$ cat src/hdl/tic_consts.svh
// Offsets, bit positions, reset values and sizes of the timer/interrupt control bank
`ifndef TIC_CONSTS_SVH
`define TIC_CONSTS_SVH
`define TIC_ADDR_W 8
`define TIC_OFF_CTRL 8'h88
`define TIC_OFF_IRQ_STAT 8'h8C
`define TIC_OFF_IRQ_MASK 8'h90
`define TIC_OFF_POLARITY 8'h94
`define TIC_BIT_T1OVF 7
`define TIC_BIT_T1RUN 6
`define TIC_BIT_T0OVF 5
`define TIC_BIT_T0RUN 4
`define TIC_BIT_E1FLAG 3
`define TIC_BIT_E1TYPE 2
`define TIC_BIT_E0FLAG 1
`define TIC_BIT_E0TYPE 0
`define TIC_CTRL_RST 8'h00
`define TIC_MASK_RST 8'h00
`define TIC_POL_RST 2'h0
`define TIC_NUM_EVT 4
`endif

$ cat src/hdl/tic_pkg.sv
// Types shared by the timer/interrupt control bank
package tic_pkg;
  typedef logic [7:0] tic_byte_t;
  typedef logic [31:0] tic_word_t;
  typedef enum logic [1:0] {
    TIC_IDLE = 2'b00,
    TIC_RESP = 2'b01
  } tic_bus_e;
endpackage

$ cat src/hdl/tic_sync.sv
// Two-flop synchroniser for one external level
`timescale 1ns/1ps
`default_nettype none
module tic_sync (
  input wire logic clock,
  input wire logic rst_n,
  input wire logic din,
  output logic dout
);
  logic meta_r;
  // First stage feeds only the second
  always_ff @(posedge clock or negedge rst_n) begin
    if (!rst_n) begin
      // Idle-high reset level, so an active-low pin does not look active
      meta_r <= 1'b1;
      dout <= 1'b1;
    end else begin
      meta_r <= din;
      dout <= meta_r;
    end
  end
endmodule
`default_nettype wire

$ cat src/hdl/tic_ext_det.sv
// Edge or level detector for one external interrupt input with its flag
`timescale 1ns/1ps
`default_nettype none
module tic_ext_det (
  input wire logic clock,
  input wire logic rst_n,
  input wire logic pinSync,
  input wire logic activeHigh,
  input wire logic edgeMode,
  input wire logic swClear,
  input wire logic vecClear,
  output logic flag,
  output logic edgeSeen
);
  logic active;
  logic prevActive_r;
  logic latch_r;
  logic latch_nxt;
  // Polarity comes from the separate pin configuration, not the control byte
  assign active = activeHigh ? pinSync : ~pinSync;
  assign edgeSeen = active & ~prevActive_r & edgeMode;
  // Set wins over any clear in the same cycle
  assign latch_nxt = edgeSeen ? 1'b1 : ((swClear | vecClear) ? 1'b0 : latch_r);
  // Level mode follows the pin directly; edge mode shows the latch
  assign flag = edgeMode ? latch_r : active;
  always_ff @(posedge clock or negedge rst_n) begin
    if (!rst_n) begin
      prevActive_r <= 1'b0;
      latch_r <= 1'b0;
    end else begin
      prevActive_r <= active;
      latch_r <= edgeMode ? latch_nxt : 1'b0;
    end
  end
endmodule
`default_nettype wire

$ cat src/hdl/tic_control.sv
// Timer run/overflow and external interrupt control byte with Avalon-MM slave
//
// Design decision made here: register access over Avalon-MM.
`timescale 1ns/1ps
`default_nettype none
`include "tic_consts.svh"
module tic_control (
  input wire logic clock,
  input wire logic rst_n,
  input wire logic [7:0] avs_address,
  input wire logic avs_read,
  input wire logic avs_write,
  input wire logic [3:0] avs_byteenable,
  input wire tic_pkg::tic_word_t avs_writedata,
  output tic_pkg::tic_word_t avs_readdata,
  output logic avs_waitrequest,
  input wire logic t1Overflow,
  input wire logic t0Overflow,
  input wire logic t1Vector,
  input wire logic t0Vector,
  input wire logic ext1Vector,
  input wire logic ext0Vector,
  input wire logic ext_irq_in_one,
  input wire logic ext_irq_in_zero,
  output logic t1RunEn,
  output logic t0RunEn,
  output logic ext1IrqReq,
  output logic ext0IrqReq,
  output logic irq
);
  import tic_pkg::*;

  tic_bus_e busState_r;
  logic t1Ovf_r;
  logic t0Ovf_r;
  logic t1Run_r;
  logic t0Run_r;
  logic e1Type_r;
  logic e0Type_r;
  logic [1:0] polarity_r;
  logic [3:0] irqStat_r;
  logic [3:0] irqStat_nxt;
  logic [3:0] irqMask_r;
  tic_word_t readData_r;
  logic in1Sync;
  logic in0Sync;
  logic e1Flag;
  logic e0Flag;
  logic e1Edge;
  logic e0Edge;
  logic access;
  logic taken;
  logic wrLow;
  logic hitCtrl;
  logic hitStat;
  logic hitMask;
  logic hitPol;
  logic wrCtrl;
  logic rdStat;
  logic t1SwClr;
  logic t0SwClr;
  logic e1SwClr;
  logic e0SwClr;
  logic [3:0] evtVec;
  tic_byte_t ctrlByte;
  tic_word_t readMux;

  // Pins come from outside the clock domain
  tic_sync syncOne (
    .clock(clock),
    .rst_n(rst_n),
    .din(ext_irq_in_one),
    .dout(in1Sync)
  );
  tic_sync syncZero (
    .clock(clock),
    .rst_n(rst_n),
    .din(ext_irq_in_zero),
    .dout(in0Sync)
  );

  // Detectors with polarity from the separate register
  tic_ext_det detOne (
    .clock(clock),
    .rst_n(rst_n),
    .pinSync(in1Sync),
    .activeHigh(polarity_r[1]),
    .edgeMode(e1Type_r),
    .swClear(e1SwClr),
    .vecClear(ext1Vector),
    .flag(e1Flag),
    .edgeSeen(e1Edge)
  );
  tic_ext_det detZero (
    .clock(clock),
    .rst_n(rst_n),
    .pinSync(in0Sync),
    .activeHigh(polarity_r[0]),
    .edgeMode(e0Type_r),
    .swClear(e0SwClr),
    .vecClear(ext0Vector),
    .flag(e0Flag),
    .edgeSeen(e0Edge)
  );

  // Bus decode; one wait cycle so the answer always comes registered
  assign access = avs_read | avs_write;
  assign taken = access && (busState_r == TIC_RESP);
  assign avs_waitrequest = access && (busState_r != TIC_RESP);
  assign wrLow = taken & avs_write & avs_byteenable[0];
  assign hitCtrl = avs_address == `TIC_OFF_CTRL;
  assign hitStat = avs_address == `TIC_OFF_IRQ_STAT;
  assign hitMask = avs_address == `TIC_OFF_IRQ_MASK;
  assign hitPol = avs_address == `TIC_OFF_POLARITY;
  assign wrCtrl = wrLow & hitCtrl;
  assign rdStat = taken & avs_read & hitStat;

  // Software clears only by writing 0 to a flag bit
  assign t1SwClr = wrCtrl & ~avs_writedata[`TIC_BIT_T1OVF];
  assign t0SwClr = wrCtrl & ~avs_writedata[`TIC_BIT_T0OVF];
  assign e1SwClr = wrCtrl & ~avs_writedata[`TIC_BIT_E1FLAG];
  assign e0SwClr = wrCtrl & ~avs_writedata[`TIC_BIT_E0FLAG];

  // Control byte layout
  assign ctrlByte = {t1Ovf_r, t1Run_r, t0Ovf_r, t0Run_r,
                     e1Flag, e1Type_r, e0Flag, e0Type_r};

  // Read selection; unmapped addresses read zero
  assign readMux = hitCtrl ? {24'h000000, ctrlByte} :
                   hitStat ? {28'h0000000, irqStat_r} :
                   hitMask ? {28'h0000000, irqMask_r} :
                   hitPol ? {30'h00000000, polarity_r} : 32'h00000000;

  // Interrupt events: t1 ovf, t0 ovf, e1 flag set, e0 flag set
  assign evtVec = {t1Overflow, t0Overflow,
                   e1Edge | (~e1Type_r & e1Flag), e0Edge | (~e0Type_r & e0Flag)};
  // New events win over the read clear
  assign irqStat_nxt = evtVec | (rdStat ? 4'h0 : irqStat_r);

  // Outputs to the timers and the core
  assign t1RunEn = t1Run_r;
  assign t0RunEn = t0Run_r;
  assign ext1IrqReq = e1Flag;
  assign ext0IrqReq = e0Flag;
  assign irq = |(irqStat_r & irqMask_r);
  assign avs_readdata = readData_r;

  // Bus handshake state
  always_ff @(posedge clock or negedge rst_n) begin
    if (!rst_n) begin
      busState_r <= TIC_IDLE;
      readData_r <= 32'h00000000;
    end else begin
      case (busState_r)
        TIC_IDLE: begin
          if (access) begin
            busState_r <= TIC_RESP;
            readData_r <= avs_read ? readMux : 32'h00000000;
          end
        end
        TIC_RESP: busState_r <= TIC_IDLE;
        default: busState_r <= TIC_IDLE;
      endcase
    end
  end

  // Timer overflow flags: hardware set beats any clear
  always_ff @(posedge clock or negedge rst_n) begin
    if (!rst_n) begin
      t1Ovf_r <= 1'b0;
      t0Ovf_r <= 1'b0;
    end else begin
      t1Ovf_r <= t1Overflow | (t1Ovf_r & ~t1SwClr & ~t1Vector);
      t0Ovf_r <= t0Overflow | (t0Ovf_r & ~t0SwClr & ~t0Vector);
    end
  end

  // Software-written control bits
  always_ff @(posedge clock or negedge rst_n) begin
    if (!rst_n) begin
      t1Run_r <= 1'b0;
      t0Run_r <= 1'b0;
      e1Type_r <= 1'b0;
      e0Type_r <= 1'b0;
      polarity_r <= `TIC_POL_RST;
      irqMask_r <= 4'h0;
    end else begin
      if (wrCtrl) begin
        t1Run_r <= avs_writedata[`TIC_BIT_T1RUN];
        t0Run_r <= avs_writedata[`TIC_BIT_T0RUN];
        e1Type_r <= avs_writedata[`TIC_BIT_E1TYPE];
        e0Type_r <= avs_writedata[`TIC_BIT_E0TYPE];
      end
      if (wrLow & hitPol) begin
        polarity_r <= avs_writedata[1:0];
      end
      if (wrLow & hitMask) begin
        irqMask_r <= avs_writedata[3:0];
      end
    end
  end

  // Sticky interrupt status
  always_ff @(posedge clock or negedge rst_n) begin
    if (!rst_n) begin
      irqStat_r <= 4'h0;
    end else begin
      irqStat_r <= irqStat_nxt;
    end
  end

  // Checks
  t1_flag_set_a: assert property (@(posedge clock) disable iff (!rst_n)
    t1Overflow |=> t1Ovf_r) else $error("t1 flag not set");
  t1_vec_clr_a: assert property (@(posedge clock) disable iff (!rst_n)
    t1Vector && !t1Overflow |=> !t1Ovf_r) else $error("t1 flag not cleared");
  t1_run_out_a: assert property (@(posedge clock) disable iff (!rst_n)
    wrCtrl |=> t1RunEn == $past(avs_writedata[6])) else $error("t1 run wrong");
  t0_flag_life_a: assert property (@(posedge clock) disable iff (!rst_n)
    t0Overflow ##1 !t0SwClr && !t0Vector && !t0Overflow |=> t0Ovf_r)
    else $error("t0 flag lost");
  t0_run_out_a: assert property (@(posedge clock) disable iff (!rst_n)
    wrCtrl |=> t0RunEn == $past(avs_writedata[4])) else $error("t0 run wrong");
  e1_edge_set_a: assert property (@(posedge clock) disable iff (!rst_n)
    e1Edge |=> e1Flag || !e1Type_r) else $error("e1 edge lost");
  e1_level_a: assert property (@(posedge clock) disable iff (!rst_n)
    !e1Type_r |-> e1Flag == (polarity_r[1] ? in1Sync : !in1Sync))
    else $error("e1 level wrong");
  e0_level_a: assert property (@(posedge clock) disable iff (!rst_n)
    !e0Type_r |-> e0Flag == (polarity_r[0] ? in0Sync : !in0Sync))
    else $error("e0 level wrong");
  // Read data was captured one edge before the accept edge
  ctrl_layout_a: assert property (@(posedge clock) disable iff (!rst_n)
    taken && avs_read && hitCtrl |->
    avs_readdata[7] == $past(t1Ovf_r) && avs_readdata[5] == $past(t0Ovf_r))
    else $error("ctrl layout wrong");
  irq_out_a: assert property (@(posedge clock) disable iff (!rst_n)
    irq == |(irqStat_r & irqMask_r)) else $error("irq mismatch");
  bus_answer_a: assert property (@(posedge clock) disable iff (!rst_n)
    access && avs_waitrequest |=> !avs_waitrequest)
    else $error("bus answer late");
  cov_t1_ovf_c: cover property (@(posedge clock) disable iff (!rst_n) t1Overflow ##1 t1Vector);
  cov_e0_edge_c: cover property (@(posedge clock) disable iff (!rst_n) e0Edge);
  cov_irq_c: cover property (@(posedge clock) disable iff (!rst_n) irq ##1 rdStat);
endmodule
`default_nettype wire

$ cat config.mk
export PLATFORM = sky130hd
export DESIGN_NAME = tic_control
export DESIGN_NICKNAME = d
export VERILOG_FILES = /design/src/hdl/tic_pkg.sv /design/src/hdl/tic_sync.sv /design/src/hdl/tic_ext_det.sv /design/src/hdl/tic_control.sv
export VERILOG_INCLUDE_DIRS = /design/src /design/src/hdl
export SDC_FILE = /design/constraint.sdc
export NUM_CORES = 1
export LEC_CHECK = 0
export ABC_AREA = 1
export CAP_MARGIN = 20
export CORE_MARGIN = 2
export CORE_UTILIZATION = 49
export DETAILED_ROUTE_END_ITERATION = 7
export DONT_BUFFER_PORTS = 1
export SYNTH_ARGS = -nofsm -noshare
export SYNTH_HDL_FRONTEND = slang
export SYNTH_SLANG_ARGS = --single-unit
$ cat constraint.sdc
create_clock -name clock -period 2.7 [get_ports clock]
set_input_delay 0.135 -clock clock [delete_from_list [all_inputs] [get_ports clock]]
set_output_delay 0.135 -clock clock [all_outputs]
set_load 0.01 [all_outputs]
; Word-level counts from Yosys, hierarchy flattened
; Cells that the tools add are included.
[word_totals]
input_bits = 56
out_inout_bits = 38
word_cells = 95
register_bits = 58
[op_classes]
n_reduce_logical = 5
n_eq_ne = 9
bitwise = 44
mux = 18
[ops]
columns = operator, count
row1 = $eq A8 B8 Y1 const B, 4
row2 = $and A1 B1 Y1, 21
row3 = $mux W8, 2
row4 = $not A1 Y1, 14
row5 = $mux W4, 3
row6 = $mux W1, 10
row7 = $or A1 B1 Y1, 7
row8 = $mux W2, 3
row9 = $ne A3 B1 Y1 const B, 2
row10 = $and A4 B4 Y4, 1
row11 = $or A4 B4 Y4, 1
row12 = $reduce_or A4 Y1, 1
row13 = $eq A2 B1 Y1 const B, 1
row14 = $logic_and A1 B1 Y1, 2
row15 = $logic_not A2 Y1, 1
row16 = $ne A2 B1 Y1 const B, 1
row17 = $ne A2 B2 Y1 const B, 1
row18 = $reduce_and A2 Y1, 1

; Logic depth before layout (Yosys ltp)
; Gate-level depths: netlist of the first run.
[logic_depth]
word_depth = 10
mapped_depth = 9
ltp_nobuf = 9

; Hierarchy
; Synthesis of the first run repeated with hierarchy kept, for this count alone.
[unflattened]
cells_unflattened = 234
hier_area_um2 = 1795.5
[modules_own_cells]
columns = module, seq_area_each_um2, cells_each, n_inst, area_per_inst_um2
row1 = tic_control, 625.6, 194, 1, 1447.6
row2 = tic_ext_det, 50.0, 18, 2, 121.4
row3 = tic_sync, 52.6, 2, 2, 52.6

; Worst setup path before layout of the first run
; Ideal clock, no wire load.
[synth_path]
path_type = register to register
startpoint = reg busState_r[0]
endpoint = reg readData_r[0], in the netlist avs_readdata[0]
n_path_buf = 0
setup_slack_ps = 1614
stages_incl_launch_ff = 8
required_ps = 2635
t_arrival_ps = 1021
synth_period_minus_slack_ps = 1086
setup_time_ps = 65
cell_sequence = dfrtp_1 -> nor2_2 -> nand2_1 -> inv_1 -> nand2_1 -> inv_1 -> o21ai_1 -> nand2_1
[synth_via]
elab_chain_cells = 2
[synth_lines]
columns = element, line_no
row1 = start: declaration, tic_control.sv:33  ; tic_bus_e busState_r;
row2 = start signal: assignment, tic_control.sv:151  ; busState_r <= TIC_IDLE;
row3 = start signal: assignment, tic_control.sv:157  ; busState_r <= TIC_RESP;
row4 = start signal: assignment, tic_control.sv:161  ; TIC_RESP: busState_r <= TIC_IDLE;
row5 = $logic_not A2 Y1, tic_control.sv:154  ; case (busState_r)
row6 = $reduce_and A2 Y1 (no line), n/a
row7 = end signal: assignment, tic_control.sv:158  ; readData_r <= avs_read ? readMux : 32'h00000000;
row8 = end: declaration, tic_control.sv:44  ; tic_word_t readData_r;
; No other way between the ends.
; A chain may end at the register's enable or synchronous reset.

; Worst setup path in the final report of the first run
[layout_path]
startpoint = reg busState_r[0]
endpoint = reg t0Ovf_r
[layout_via]
elab_chain_cells = 10
[layout_lines]
columns = element, line_no
row1 = $eq A2 B1 Y1, tic_control.sv:108  ; assign taken = access && (busState_r == TIC_RESP);
row2 = $logic_and A1 B1 Y1, tic_control.sv:108
row3 = $and A1 B1 Y1 (2 in a row), tic_control.sv:110  ; assign wrLow = taken & avs_write & avs_byteenable[0];
row4 = $and A1 B1 Y1, tic_control.sv:115  ; assign wrCtrl = wrLow & hitCtrl;
row5 = $and A1 B1 Y1, tic_control.sv:120  ; assign t0SwClr = wrCtrl & ~avs_writedata[`TIC_BIT_T0OVF];
row6 = $not A1 Y1, tic_control.sv:174  ; t0Ovf_r <= t0Overflow | (t0Ovf_r & ~t0SwClr & ~t0Vector);
row7 = $and A1 B1 Y1 (2 in a row), tic_control.sv:174
row8 = $or A1 B1 Y1, tic_control.sv:174
row9 = end signal: assignment, tic_control.sv:174
row10 = end: declaration, tic_control.sv:35  ; logic t0Ovf_r;
; No other way between the ends.

==> out/results.ini, run 1 <==
[timing]
grt_setup_unrepaired=false
timing.final.crit_share_pct=83.6
clock-skew-final_ns=0.00382
final_period_minus_worst_setup_slack_ns=2.26
report.final.slew_viol_count=0
setup_total_negative_slack_ns=0
finalHoldWorstSlack_ns=0.00427
setup-violations-final=0
achievable-frequency_mhz=443
finalHoldViolations=0

[clocking]
clockRootBuffer=clkbuf_8
tritoncts.num_buffers=5
cts_resized=0
tritoncts=done
cts.sinks=33
clk-insertion-delay-late_ns=0.28
clk_path_buf_depth=2
htree_num_levels=2
path_clk_slew_ns=0.06

[die]
floorplan.initialDensity_pct=50.0
rows=22
core_box_area_um2=3610
die-area_um2=4180
floorplan.die.height_um=64.7
die_w_um=64.7
pin_count=94

[worst_setup_path]
crit_cells=7
critical_path.startpoint_type=register
cpMostUsedCell=dlygate4sd3_1
worstRegToRegCells=7
regToRegEndpoint=t0Ovf_r$_DFF_PN0_
worstSetupEndpointType=register
crit_chain=nand3_2 -> nor2_8 -> inv_4 -> o21ai_2 -> dlygate4sd3_1 -> nand2_1 -> dlygate4sd3_1
cpLargestDelayFamily=buffers and inverters
worst_path_max_delay_cell=dlygate4sd3_1
critical_path.max_stage_delay_ns=0.56
crit_path_max_fanout=7
worst-setup-path-type=register to register
timing.reg2reg.setup_slack_ns=0.44
timing.critical_path.arrival_ns=2.42
worst_setup_path_endpoint=t0Ovf_r$_DFF_PN0_
beginning_of_the_worst_register_to_register_path=busState_r[0]$_DFFE_PN0P_
timing.critical_path.required_ns=2.86
timing.critical_path.from=busState_r[0]$_DFFE_PN0P_
buffers_plus_inverters_on_the_worst_setup_path=3

[power]
switching_power_uw=254
power.share.sequential_pct=51.1
clockPowerShare_pct=36.9
pwr_density_cell_nw_per_um2=489
p_int_uw=764
swShare_pct=24.9
leakage_uw=0.00114
combPwrFrac_pct=12.0
irDropWorstVdd_mv=0.311

[hold_path]
worst_hold_path_type=input port to register
min_from=avs_read

[drt]
drt_wl_total_mm=3.51
detail-route-antenna-nets=0
route.detailed.drc=0
detail_route.vias_per_cell=4.55
wl_per_cell_um=11.6
first_pass_iters=4
vias=1375
drt-initial-drc-count=32

[outcome]
outcome=complete, no violations

[global_route]
global_route_wire_length_before_repair_mm=5.91
largest_net_degree_at_the_start_of_global_routing=34
grtUsageTotal_pct=19.0
use_met1_pct=24.1
first_global_vias=1325
grt-busiest-layer=met2
grt_util_met3_pct=5.73
gr-total-overflow=0
antenna_found_initial=0
use_met2_pct=30.6

[synthesis]
synth.yosys.seq_area_share_pct=46.1
synth_async_sr_flop_share_pct=100
synth_common_cells=nand2_1, dfrtp_1, inv_1, buf_4, nand3_1
synthesized_instance_count=226
top_reg_cell_synth=dfrtp_1
synth.distinct_cells=25
synth_top_cells_by_area=dfrtp_1, nand2_1, buf_4
yosys_register_bits=33
synth.yosys.warnings=0
synth_edf_count=0
synthMostInstantiatedCell=nand2_1
synth_top_area_cell=dfrtp_1
syn_area_um2=1800
syn_area_per_cell_um2=7.98
synth_top_cell_area_share_pct=40.2

[cells_and_area]
design.final.nets=309
layout-drive-gt1-share_pct=12.2
fillers=356
areaGrowthSynthToFinish_pct=15.3
finish.utilization_pct=57.7
num_antenna_cells=0

[placed_design]
place_hpwl_mm=2.55
port_buffers=0
globalplace.congestion=0.800

[job]
drv_cap=0

[flip-flops by register name (all words and copies together) (netlist names), 2 cells and up]
signal / flops
avs_readdata: 8
irqMask_r: 4
irqStat_r: 4
polarity_r: 2
[layout make-up]
cell class | count | area, um2 | area share [%]
well taps | 48 | 60.1 | 2.89
clock buffers | 8 | 90.1 | 4.33
multi-input cells | 163 | 767 | 36.9
repair buffers | 21 | 220 | 10.6
inverters | 29 | 111 | 5.36
flip-flops and latches | 33 | 831 | 40.0
[power groups by stage]
| stage | Clock, uW | Combinational, uW | Sequential, uW |
|---|---|---|---|
| finish | 376 | 122 | 520 |
| global route | 412 | 138 | 522 |
| CTS | 387 | 123 | 520 |
| detailed placement | 0 | 82.4 | 529 |
| global placement | 0 | 81.6 | 529 |
| floorplan | 0 | 96.2 | 527 |
[worst register-to-register path, cell delays in order, from the launching register on]
cell and delay [ns]:
dfrtp_1 0.42, nand3_2 0.17, nor2_8 0.20, inv_4 0.09, o21ai_2 0.11, dlygate4sd3_1 0.56
nand2_1 0.04, dlygate4sd3_1 0.55
[placed cells by master, fill, tap and decap left out, types with 4 or more instances in the layout]
cell type,n
nand2_1,71
dfrtp_1,29
inv_1,26
conb_1,24
dlygate4sd3_1,20
nand3_1,18
nor2_1,14
o21ai_0,10
clkbuf_8,6
nor2_2,4
o21ai_2,4
dfstp_2,4
[cells by family (layout without fill, tap and decap cells)]
| logic type | Yosys count | count (layout) | share of synthesized area, % |
|---|---|---|---|
| flops | 33 | 33 | 46.1 |
| compound gates | 21 | 21 | 7.08 |
| other cells | 1 | 24 | 0.208 |
| buf+inv | 53 | 58 | 16.2 |
| simple gates | 118 | 118 | 30.5 |
[worst min path at each step]
| stage | endpoint | cells after the start |
|---|---|---|
| after floorplan | avs_readdata[0]$_DFFE_PN0P_ | 0 |
| after global placement | detZero.latch_r$_DFFE_PN0P_ | 0 |
| after detailed placement | detZero.latch_r$_DFFE_PN0P_ | 0 |
| after CTS | busState_r[0]$_DFFE_PN0P_ | 2 |
| after global routing | busState_r[0]$_DFFE_PN0P_ | 2 |
| final | busState_r[0]$_DFFE_PN0P_ | 2 |
[per-layer routing]
layer / share of wire [%] / vias to the layer above
met5: 0 / -
met2: 48 / 43
met3: 5.4 / 6
met4: 1.5 / 0
li1: - / 711
met1: 45 / 615
[what timing repair did]
action | in CTS | in global routing
hold endpoints to repair | 52 | 0
buffers inserted | 0 | 0
hold buffers | 21 | 0
[per-stage QoR]
stage / total power (uW) / std cells / setup WS (ns) / cell area, um2
floorplan: 623 / 249 / 1.61 / 1890
global placement: 611 / 273 / 1.44 / 1770
detailed placement: 612 / 273 / 1.44 / 1770
CTS: 1030 / 302 / 0.434 / 2080
global route: 1070 / 302 / 0.325 / 2080
finish: 1020 / 302 / 0.442 / 2080
Note: power is estimated with default switching activity, not from simulation.
==> run 2: changes to the inputs <==
- ABC_AREA: 1 -> 0
- PLACE_DENSITY: unset -> 0.66
- clock period: 2.7 -> 2 ns (I/O delays scaled with it)
==> out/results.ini, run 2 <==
[outcome]
outcome=complete, no violations

[cells_and_area]
layout_commonest_cell=dfrtp_1
layout_common_cells=dfrtp_1, conb_1, dlygate4sd3_1
areaGrowthSynthToFinish_pct=12.9
num_antenna_cells=0
layout-drive-gt1-share_pct=15.4
largest_register_ffs=8
design.final.nets=230

[worst_setup_path]
crit_chain=or4b_2 -> nor3_1 -> a22o_1
buffers_plus_inverters_on_the_worst_setup_path=0
worst-setup-path-type=register to register
timing.critical_path.arrival_ns=2.06
cpLargestDelayFamily=simple AND/OR/NAND/NOR gates
worst_path_max_delay_cell=or4b_2
critical_path.max_stage_delay_ns=0.63
timing.critical_path.required_ns=2.27
crit_path_max_fanout=5
critical_path.startpoint_type=register
worstSetupEndpointType=register

[power]
irDropWorstVdd_mv=0.391
swShare_pct=23.8
switching_power_uw=283
leakage_uw=0.000849
combPwrFrac_pct=10.1
clockPowerShare_pct=31.4
power.share.sequential_pct=58.5
pwr_density_cell_nw_per_um2=638
p_int_uw=908

[clocking]
cts.sinks=33
tritoncts.num_buffers=5
htree_num_levels=2
clk_path_buf_depth=2
cts_hold_buffers=20
tritoncts=done
cts_resized=0
clockRootBuffer=clkbuf_4
clk-insertion-delay-late_ns=0.33
path_clk_slew_ns=0.10
post-cts-setup-buffers=0

[synthesis]
syn_area_um2=1650
synth_async_sr_flop_share_pct=100
synth_top_area_cell=dfrtp_1
synth_top_cells_by_area=dfrtp_1, buf_4, dfstp_2
synth_edf_count=0
synthMostInstantiatedCell=dfrtp_1
syn_area_per_cell_um2=11.0
yosys_register_bits=33
top_reg_cell_synth=dfrtp_1
synth_top_cell_area_share_pct=43.9
synth.distinct_cells=39
synthesized_instance_count=151
synth.yosys.seq_area_share_pct=50.2
synth.yosys.warnings=0
synth_common_cells=dfrtp_1, buf_4, nand2_1, nor2_1, mux2_2

[timing]
achievable-frequency_mhz=560
worstMarginPinSlew_ns=0.571
setup_total_negative_slack_ns=0
final_period_minus_worst_setup_slack_ns=1.79
timing.final.crit_share_pct=89.3
finalHoldWorstSlack_ns=0.0300
grt_setup_unrepaired=false
finalHoldViolations=0
report.final.slew_viol_count=0
relSlewSlack_pct=61.6
clock-skew-final_ns=0.00948
setup-violations-final=0

[hold_path]
worst_hold_path_type=input port to register

[die]
rows=21
core_box_area_um2=3280
pin_count=94
die-area_um2=3860
floorplan.die.height_um=62.1
die_w_um=62.1
floorplan.initialDensity_pct=50.4

[placed_design]
place_hpwl_mm=2.27
port_buffers=0
globalplace.congestion=0.889

[global_route]
antenna_found_initial=0
first_global_vias=1187
largest_net_degree_at_the_start_of_global_routing=34
gr-total-overflow=0
global_route_wire_length_before_repair_mm=5.49
grtUsageTotal_pct=18.2

[drt]
detail_route.vias_per_cell=5.15
drt-initial-drc-count=32
wl_per_cell_um=14.1
detail-route-antenna-nets=0
first_pass_iters=4
route.detailed.drc=0
vias=1139
drt_wl_total_mm=3.12

[job]
drv_cap=0

==> run 2: changes by cell type after synthesis, moves of 4 or more <==
cell	delta
o21ai_0	-6
nand2_1	-60
mux2_4	+4
a22o_1	+5
nand3_1	-16
nor2_2	-4
inv_1	-21
nand2b_1	+5
mux2_2	+7
nor2_1	-4
o21ai_2	-4
==> run 2: power by group through the flow <==
stage	Clock, uW	Sequential, uW	Combinational, uW
global placement	0	708	68.3
CTS	392	696	119
global route	423	699	134
detailed placement	0	709	69.2
floorplan	0	706	99.7
finish	374	696	120
==> run 2: worst paths after layout <==
check | start | endpoint | slack (ns) | cells after the start
max | busState_r[0]$_DFFE_PN0P_ | avs_readdata[5]$_DFFE_PN0P_ | 0.21 | 3
min | avs_address[2] | avs_readdata[3]$_DFFE_PN0P_ | 0.03 | 3
max reg2reg | busState_r[0]$_DFFE_PN0P_ | avs_readdata[5]$_DFFE_PN0P_ | 0.21 | 3
min reg2reg | syncZero.meta_r$_DFF_PN1_ | syncZero.dout$_DFF_PN1_ | 0.36 | 0
max in group asynchronous | rst_n | syncZero.meta_r$_DFF_PN1_ | 1.55 | 2
min in group asynchronous | rst_n | avs_readdata[3]$_DFFE_PN0P_ | 0.20 | 2
==> run 2: layer usage <==
layer	vias up	wire length (um)	part of all wire [%]	GRT usage (%)
li1	528	-	-	-
met5	-	0	0	0
met3	7	271	8.7	7.79
met1	550	1210	39	19.8
met2	54	1560	50	31.0
met4	0	74	2.4	7.78
==> run 2: layout make-up <==
cell class | instances | area [um2]
well taps | 46 | 57.6
flip-flops and latches | 33 | 831
clock buffers | 8 | 58.8
repair buffers | 20 | 210
fillers | 293 | 1420
inverters | 5 | 18.8
multi-input cells | 109 | 691
==> run 2: tightest hold or removal path: cells and delay by family <==
family	cells	cell delay [ns]
AND/OR/NAND/NOR	3	0.22
==> run 2: cells by family (layout without fill, tap and decap cells) <==
logic type             after synthesis  count (layout)  share of synthesized area (%)
other                                1              24                          0.227
AND/OR/NAND/NOR                     45              45                           14.8
flip-flops                          33              33                           50.2
AO/OA/AOI/OAI                       25              25                           10.9
buffers and inverters               32              33                           13.2
multiplexers                        13              13                           9.61
XOR/XNOR                             2               2                           1.06
==> run 2: stage by stage <==
| step | setup slack, ns | instance area, um2 | utilization [%] | total power, uW | cells |
|---|---|---|---|---|---|
| 2_1_floorplan | 0.413 | 1740 | - | 806 | 174 |
| 3_3_place_gp | 0.319 | 1600 | 48.6 | 777 | 193 |
| 3_5_place_dp | 0.257 | 1600 | 48.6 | 778 | 193 |
| 4_1_cts | 0.235 | 1870 | 56.8 | 1210 | 221 |
| 5_1_grt | 0.103 | 1870 | 56.8 | 1260 | 221 |
| 6_report | 0.215 | 1870 | 56.8 | 1190 | 221 |
